==> config.mk <==
export PLATFORM = sky130hd
export DESIGN_NAME = gpifd_decoder
export DESIGN_NICKNAME = d
export VERILOG_FILES = /design/src/hdl/gpifd_edge.v /design/src/hdl/gpifd_decoder.v
export VERILOG_INCLUDE_DIRS = /design/src /design/src/include
export SDC_FILE = /design/constraint.sdc
export NUM_CORES = 1
export LEC_CHECK = 0
export ABC_AREA = 1
export BUFFER_PORTS_ARGS = -buffer_cell sky130_fd_sc_hd__buf_2
export CORE_MARGIN = 3
export CORE_UTILIZATION = 24
export DETAILED_ROUTE_END_ITERATION = 16
export PLACE_DENSITY = 0.41
export SYNTH_ARGS = -nofsm -noshare
export SYNTH_HDL_FRONTEND = slang
export SYNTH_SLANG_ARGS = --single-unit
==> constraint.sdc <==
create_clock -name aclk -period 2.05 [get_ports aclk]
set_clock_uncertainty 0.05 [all_clocks]
set_input_delay 0.5125 -clock aclk [delete_from_list [all_inputs] [get_ports aclk]]
set_output_delay 0.5125 -clock aclk [all_outputs]
set_load 0.005 [all_outputs]
==> src/include/gpifd_regs.vh <==
`ifndef GPIFD_REGS_VH
`define GPIFD_REGS_VH
`define GPIFD_OFF_CFG 12'h000
`define GPIFD_OFF_NVM 12'h004
`define GPIFD_OFF_STAT 12'h008
`define GPIFD_OFF_CMD 12'h00c
`define GPIFD_CFG_CODE_LSB 0
`define GPIFD_CFG_CODE_MSB 3
`define GPIFD_CFG_CHSEL_LSB 4
`define GPIFD_CFG_CHSEL_MSB 5
`define GPIFD_CFG_SYNC_LSB 6
`define GPIFD_CFG_SYNC_MSB 7
`define GPIFD_CFG_PDN_LSB 8
`define GPIFD_CFG_PDN_MSB 11
`define GPIFD_CFG_RST 32'h00000000
`define GPIFD_FN_FAULT 4'h2
`define GPIFD_FN_CURRENT_OUTPUT 4'h3
`define GPIFD_FN_VOLTAGE_OUTPUT 4'h4
`define GPIFD_FN_PROT 4'h5
`define GPIFD_FN_CLR 4'h7
`define GPIFD_FN_LOAD 4'h8
`define GPIFD_FN_FGEN 4'h9
`define GPIFD_FN_MARG 4'ha
`define GPIFD_FN_RESET 4'hb
`define GPIFD_FN_NVM 4'hc
`define GPIFD_FN_WLOCK 4'hd
`define GPIFD_RESP_OKAY 2'b00
`define GPIFD_RESP_SLVERR 2'b10
`define GPIFD_RST_PULSE_CYC 4'h4
`endif

==> src/hdl/gpifd_edge.v <==
`timescale 1ns/1ps
module gpifd_edge (
   aclk,
   aresetn,
   pin_in,
   level,
   fall,
   rise
);
   input wire aclk;
   input wire aresetn;
   input wire pin_in;
   output reg level;
   output wire fall;
   output wire rise;
   reg prev_reg;
   // pin is synchronous per system rule; two register stages give edge history
   always @(posedge aclk) begin
      if (!aresetn) begin
         prev_reg <= 1'b1;
         level <= 1'b1;
      end else begin
         prev_reg <= pin_in;
         level <= prev_reg;
      end
   end
   assign fall = level & ~prev_reg;
   assign rise = ~level & prev_reg;
endmodule

==> src/hdl/gpifd_decoder.v <==
// Added by the designer: the placing of the registers and the AXI4-Lite interface to the registers.
`timescale 1ns/1ps
`include "gpifd_regs.vh"
// Function
// - reset-input setting not saved in nvm is lost on any device reset
// - code 1011: low pulse resets the device on its rising edge; needs nvm copy
// - code 0100: fall powers down voltage_output per pulldown setting; rise powers up
// - code 1000: fall issues load strobe to channels with sync and select set
// - code 1101: falling edge allows register writes again
// - code 1101: rising edge blocks writes except to the cmd register unlock field
module gpifd_decoder (
   aclk,
   aresetn,
   gpio_in,
   awaddr,
   awvalid,
   awready,
   wdata,
   wstrb,
   wvalid,
   wready,
   bresp,
   bvalid,
   bready,
   araddr,
   arvalid,
   arready,
   rdata,
   rresp,
   rvalid,
   rready,
   device_reset_req,
   fault_dump_pulse,
   protect_pulse,
   clear_outputs_action,
   load_outputs_strobe,
   margin_low_pulse,
   margin_high_pulse,
   current_output_pdn,
   voltage_output_pdn,
   voltage_output_pulldown,
   fgen_run,
   nvm_prog_allowed,
   reg_write_blocked
);
   input wire aclk;
   input wire aresetn;
   input wire gpio_in;
   input wire [11:0] awaddr;
   input wire awvalid;
   output wire awready;
   input wire [31:0] wdata;
   input wire [3:0] wstrb;
   input wire wvalid;
   output wire wready;
   output reg [1:0] bresp;
   output reg bvalid;
   input wire bready;
   input wire [11:0] araddr;
   input wire arvalid;
   output wire arready;
   output reg [31:0] rdata;
   output reg [1:0] rresp;
   output reg rvalid;
   input wire rready;
   output reg device_reset_req;
   output reg fault_dump_pulse;
   output reg protect_pulse;
   output reg clear_outputs_action;
   output reg [1:0] load_outputs_strobe;
   output reg [1:0] margin_low_pulse;
   output reg [1:0] margin_high_pulse;
   output reg [1:0] current_output_pdn;
   output reg [1:0] voltage_output_pdn;
   output reg [3:0] voltage_output_pulldown;
   output reg [1:0] fgen_run;
   output reg nvm_prog_allowed;
   output reg reg_write_blocked;

   // volatile config, nvm image, and internal soft reset
   reg [11:0] cfg_reg;
   reg [11:0] nvm_reg;
   reg soft_rst_reg;
   reg [3:0] rst_cnt_reg;
   reg aw_hold_reg;
   reg w_hold_reg;
   reg [11:0] aw_addr_reg;
   reg [31:0] w_data_reg;
   reg [3:0] w_strb_reg;
   reg [7:0] fall_cnt_reg;
   reg [7:0] rise_cnt_reg;

   wire lvl;
   wire fall;
   wire rise;
   wire rst_all;
   wire [3:0] code;
   wire [1:0] chsel;
   wire [1:0] sync;
   wire do_write;
   wire unlock_write;
   wire wr_ok;

   assign rst_all = ~aresetn | soft_rst_reg;
   assign code = cfg_reg[`GPIFD_CFG_CODE_MSB:`GPIFD_CFG_CODE_LSB];
   assign chsel = cfg_reg[`GPIFD_CFG_CHSEL_MSB:`GPIFD_CFG_CHSEL_LSB];
   assign sync = cfg_reg[`GPIFD_CFG_SYNC_MSB:`GPIFD_CFG_SYNC_LSB];

   gpifd_edge u_edge (
      .aclk(aclk),
      .aresetn(aresetn),
      .pin_in(gpio_in),
      .level(lvl),
      .fall(fall),
      .rise(rise)
   );

   // write channel: address and data taken in either order
   assign awready = ~aw_hold_reg & ~bvalid;
   assign wready = ~w_hold_reg & ~bvalid;
   assign do_write = aw_hold_reg & w_hold_reg & ~bvalid;
   // any write to the cmd register address stands in for the unlock field, always writable
   assign unlock_write = (aw_addr_reg == `GPIFD_OFF_CMD);
   assign wr_ok = ~reg_write_blocked | unlock_write;

   always @(posedge aclk) begin
      if (!aresetn) begin
         aw_hold_reg <= 1'b0;
         w_hold_reg <= 1'b0;
         aw_addr_reg <= 12'h000;
         w_data_reg <= 32'h00000000;
         w_strb_reg <= 4'h0;
         bvalid <= 1'b0;
         bresp <= `GPIFD_RESP_OKAY;
      end else begin
         if (awvalid && awready) begin
            aw_hold_reg <= 1'b1;
            aw_addr_reg <= awaddr;
         end
         if (wvalid && wready) begin
            w_hold_reg <= 1'b1;
            w_data_reg <= wdata;
            w_strb_reg <= wstrb;
         end
         if (do_write) begin
            aw_hold_reg <= 1'b0;
            w_hold_reg <= 1'b0;
            bvalid <= 1'b1;
            if (aw_addr_reg == `GPIFD_OFF_CFG || aw_addr_reg == `GPIFD_OFF_NVM ||
                aw_addr_reg == `GPIFD_OFF_CMD)
               bresp <= wr_ok ? `GPIFD_RESP_OKAY : `GPIFD_RESP_SLVERR;
            else
               bresp <= `GPIFD_RESP_SLVERR;
         end else if (bvalid && bready) begin
            bvalid <= 1'b0;
         end
      end
   end

   // nvm image survives soft reset; volatile config does not
   always @(posedge aclk) begin
      if (!aresetn) begin
         nvm_reg <= 12'h000;
      end else if (do_write && wr_ok && aw_addr_reg == `GPIFD_OFF_NVM) begin
         if (w_strb_reg[0])
            nvm_reg[7:0] <= w_data_reg[7:0];
         if (w_strb_reg[1])
            nvm_reg[11:8] <= w_data_reg[11:8];
      end
   end

   always @(posedge aclk) begin
      if (rst_all) begin
         cfg_reg <= nvm_reg;
      end else if (do_write && wr_ok && aw_addr_reg == `GPIFD_OFF_CFG) begin
         if (w_strb_reg[0])
            cfg_reg[7:0] <= w_data_reg[7:0];
         if (w_strb_reg[1])
            cfg_reg[11:8] <= w_data_reg[11:8];
      end
   end

   // read channel, one cycle answer
   assign arready = ~rvalid;
   always @(posedge aclk) begin
      if (!aresetn) begin
         rvalid <= 1'b0;
         rdata <= 32'h00000000;
         rresp <= `GPIFD_RESP_OKAY;
      end else if (arvalid && arready) begin
         rvalid <= 1'b1;
         rresp <= `GPIFD_RESP_OKAY;
         case (araddr)
            `GPIFD_OFF_CFG: rdata <= {20'h00000, cfg_reg};
            `GPIFD_OFF_NVM: rdata <= {20'h00000, nvm_reg};
            `GPIFD_OFF_STAT: rdata <= {rise_cnt_reg, fall_cnt_reg, 7'h00, lvl, fgen_run,
               current_output_pdn, voltage_output_pdn, nvm_prog_allowed, reg_write_blocked};
            `GPIFD_OFF_CMD: rdata <= 32'h00000000;
            default: begin
               rdata <= 32'h00000000;
               rresp <= `GPIFD_RESP_SLVERR;
            end
         endcase
      end else if (rvalid && rready) begin
         rvalid <= 1'b0;
      end
   end

   // reset mapping only honoured when the nvm image holds it too
   always @(posedge aclk) begin
      if (!aresetn) begin
         soft_rst_reg <= 1'b0;
         rst_cnt_reg <= 4'h0;
      end else begin
         soft_rst_reg <= 1'b0;
         if (code == `GPIFD_FN_RESET &&
             nvm_reg[`GPIFD_CFG_CODE_MSB:`GPIFD_CFG_CODE_LSB] == `GPIFD_FN_RESET) begin
            if (fall)
               rst_cnt_reg <= 4'h0;
            else if (!lvl && rst_cnt_reg != `GPIFD_RST_PULSE_CYC)
               rst_cnt_reg <= rst_cnt_reg + 4'h1;
            if (rise && rst_cnt_reg == `GPIFD_RST_PULSE_CYC)
               soft_rst_reg <= 1'b1;
         end else begin
            rst_cnt_reg <= 4'h0;
         end
      end
   end

   // action map
   always @(posedge aclk) begin
      if (rst_all) begin
         device_reset_req <= soft_rst_reg & aresetn; // must outlive the soft reset it reports
         fault_dump_pulse <= 1'b0;
         protect_pulse <= 1'b0;
         clear_outputs_action <= 1'b0;
         load_outputs_strobe <= 2'b00;
         margin_low_pulse <= 2'b00;
         margin_high_pulse <= 2'b00;
         current_output_pdn <= 2'b00;
         voltage_output_pdn <= 2'b00;
         voltage_output_pulldown <= 4'h0;
         fgen_run <= 2'b00;
         nvm_prog_allowed <= 1'b0;
         reg_write_blocked <= 1'b0;
         fall_cnt_reg <= 8'h00;
         rise_cnt_reg <= 8'h00;
      end else begin
         device_reset_req <= soft_rst_reg;
         fault_dump_pulse <= 1'b0;
         protect_pulse <= 1'b0;
         clear_outputs_action <= 1'b0;
         load_outputs_strobe <= 2'b00;
         margin_low_pulse <= 2'b00;
         margin_high_pulse <= 2'b00;
         if (fall)
            fall_cnt_reg <= fall_cnt_reg + 8'h01;
         if (rise)
            rise_cnt_reg <= rise_cnt_reg + 8'h01;
         case (code)
            `GPIFD_FN_FAULT: fault_dump_pulse <= fall;
            `GPIFD_FN_CURRENT_OUTPUT: begin
               if (fall)
                  current_output_pdn <= current_output_pdn | chsel;
               else if (rise)
                  current_output_pdn <= current_output_pdn & ~chsel;
            end
            `GPIFD_FN_VOLTAGE_OUTPUT: begin
               if (fall) begin
                  voltage_output_pdn <= voltage_output_pdn | chsel;
                  voltage_output_pulldown <= cfg_reg[`GPIFD_CFG_PDN_MSB:`GPIFD_CFG_PDN_LSB];
               end else if (rise) begin
                  voltage_output_pdn <= voltage_output_pdn & ~chsel;
               end
            end
            `GPIFD_FN_PROT: protect_pulse <= fall;
            `GPIFD_FN_CLR: clear_outputs_action <= fall;
            `GPIFD_FN_LOAD: load_outputs_strobe <= {2{fall}} & chsel & sync;
            `GPIFD_FN_FGEN: begin
               if (fall)
                  fgen_run <= fgen_run & ~chsel;
               else if (rise)
                  fgen_run <= fgen_run | chsel;
            end
            `GPIFD_FN_MARG: begin
               margin_low_pulse <= {2{fall}} & chsel;
               margin_high_pulse <= {2{rise}} & chsel;
            end
            `GPIFD_FN_NVM: begin
               if (fall)
                  nvm_prog_allowed <= 1'b1;
               else if (rise)
                  nvm_prog_allowed <= 1'b0;
            end
            `GPIFD_FN_WLOCK: begin
               if (fall)
                  reg_write_blocked <= 1'b0;
               else if (rise)
                  reg_write_blocked <= 1'b1;
            end
            default: begin
            end
         endcase
      end
   end
endmodule

==> metrics.txt <==
PnR worst setup slack=between 200 and 300 ps; Synth Register Bits=around 130; Ys Warns=0; Unique masters post-synth=31; first-pass GRT wire length=approximately 24000 µm; critical path class=reg -> reg; IO Port Bufs=102; routed wire length on met2=approximately 6400 µm; Place WS=approximately 94 ps; gr ovfl total=0; Critical Path RT=2300 ps; layout cells sized above 1=between 10% and 20%; most frequent cells in the layout=nand2_1 (140), nor2_1 (132), dfxtp_1 (117); DRT Wirelength=about 15000 µm; CTS buffer count=17; Initial Util=approximately a quarter; clock-pin transition on the worst setup and hold timing paths=~60 ps; Post-Layout Inst Area=0.00684 mm²; residual DRC count=0; Peak VDD IR=about 520 µV; routed vias=4774; hold_buf cts=0; hpwl dp=between 10000 and 15000 µm; Post-synth top flop=dfxtp_1; largest net degree at the start of global routing=45; Hold Slack=between 200 and 300 ps; fin. max-slew vios=0; Num Clock Sinks=~130; Ant. Diodes=0; Final Hold Viols=0; clock latency on the worst-skew pair=roughly 420 ps; Via density=roughly 4.3; most common cell after layout, fill and taps aside=nand2_1; Die ar.=between 0.02 and 0.025 mm²; Final setup viols=0; gr usage total=~13%; max cap viols=0; Detailed Routing Iterations Pass 1=4; CTS resizes=0; Crit. End Element=flop; vias in the first global route=4602; CTS tree=done; RSZ-0062 raised after global routing=false; Clock H-tree levels=4; DIE WIDTH=~160 µm; highest routed layer=met4; f_max=567 MHz; row cnt=53; area grow syn2layout=28.3%; critical-path maximum fanout=5; Worst Path Arrival=2010 ps; Fill cells=between 2000 and 2500; setup tns final=0 ps; Cell Area, Synth=around 0.0053 mm²; Top reg by flops=rdata; setup bufs post-CTS=0; share of the synthesized area in the top cell type=between 40% and 50%; Finished Layout Cells=1118; cell taking the most area after synthesis=dfxtp_1; EDFF count, synth=12; WL/cell=between 10 and 15 µm; post-layout util=between 30% and 40%; gpl congestion=0.812; Max Root-Sink Buffers=2; Syn Inst Count=a little over 700; final net count=about 900; antenna violations before repair=0; worst hold path class=in -> reg; First DRT Iteration DRCs=220; die height=about 160 µm; power density cells=around 900 mW/mm²; CP Launch Type=flop; overall power=between 6 and 7 mW; core area=0.0214 mm²; root buffer cell=clkbuf_16; leakage=around 3.0 nW; Largest register FFs=28; ys async rst share=0%; Final period util=86.0%; wl on met1=between 7000 and 8000 µm; DR WL met3=just under 700 µm; leading post-synthesis cells by cell area=dfxtp_1 (44%), nand2_1 (9.9%), nor2_1 (9.4%); status=finished, final reports clean; Period minus WS final=around 1800 ps; register area share after synthesis=between 50% and 60%; dpl cells=~1100; Mapped Avg Cell Area=7.44 µm²; Routed Antenna Nets=0; IO Pins=between 100 and 150; Post-DP Area=between 0.006 and 0.007 mm²
[cells in the mapped netlist, types with 2 or more instances]
cell / number
nand2_1: 141
nor2_1: 134
dfxtp_1: 117
nand3_1: 76
inv_1: 55
o21ai_0: 54
a21oi_1: 49
clkbuf_1: 19
nor3_1: 17
edfxtp_1: 12
buf_4: 7
buf_2: 6
ha_1: 6
nand4_1: 4
buf_1: 2
nor4_1: 2
o211ai_1: 2
[per-layer routing]
layer  vias to the layer above  global-route usage (%)
met5                         -                       0
li1                       2552                       -
met1                      2114                    17.9
met4                         0                    4.79
met2                        93                    19.5
met3                        15                    3.45
[cell type report]
type                       count  area [µm²]  share of cell area, %
multi-input combinational    502        2270                   33.2
tap                          275         344                   5.03
sequential                   129        2700                   39.5
inverter                      56         210                   3.07
timing repair buffer         124         701                   10.2
clock buffer                  20         479                   7.01
clock inverter                12         129                   1.88
[kinds of logic (layout without fill, tap and decap cells)]
group                    after synthesis  in the layout  synth area share (%)
AND/OR/NAND/NOR                      381            381                  30.1
flip-flops                           129            129                  50.7
AO/OA/AOI/OAI                        108            108                  10.4
buffers and inverters                 91            212                  7.18
adder cells (fa/ha/maj)                6              6                  1.41
other                                  1              6                0.0703
XOR/XNOR                               1              1                 0.164
[worst max-delay path: stages, from the launching register on]
cell,delay [ps]
dfxtp_1,380
inv_1,120
ha_1,370
nor4_1,440
nand2_1,130
nand3_1,80
o21ai_0,70
[worst paths after layout]
check                                     from                      endpoint  slack (ps)  cells after the start
hold / removal                         gpio_in    u_edge.prev_reg$_SDFF_PN1_         250                      2
setup / recovery       u_edge.level$_SDFF_PN1_                          flop         290                      6
setup reg to reg       u_edge.level$_SDFF_PN1_                          flop         290                      6
hold reg to reg   rise_cnt_reg[7]$_SDFFE_PN0P_  rise_cnt_reg[7]$_SDFFE_PN0P_         400                      1
[power breakdown]
part / leakage, nW / switching [mW] / internal [mW]
clock: 0.289 / 1.15 / 1.93
sequential: 1.07 / 0.0694 / 2.63
combinational: 1.64 / 0.258 / 0.146
Power figures use the tool's default switching activity.
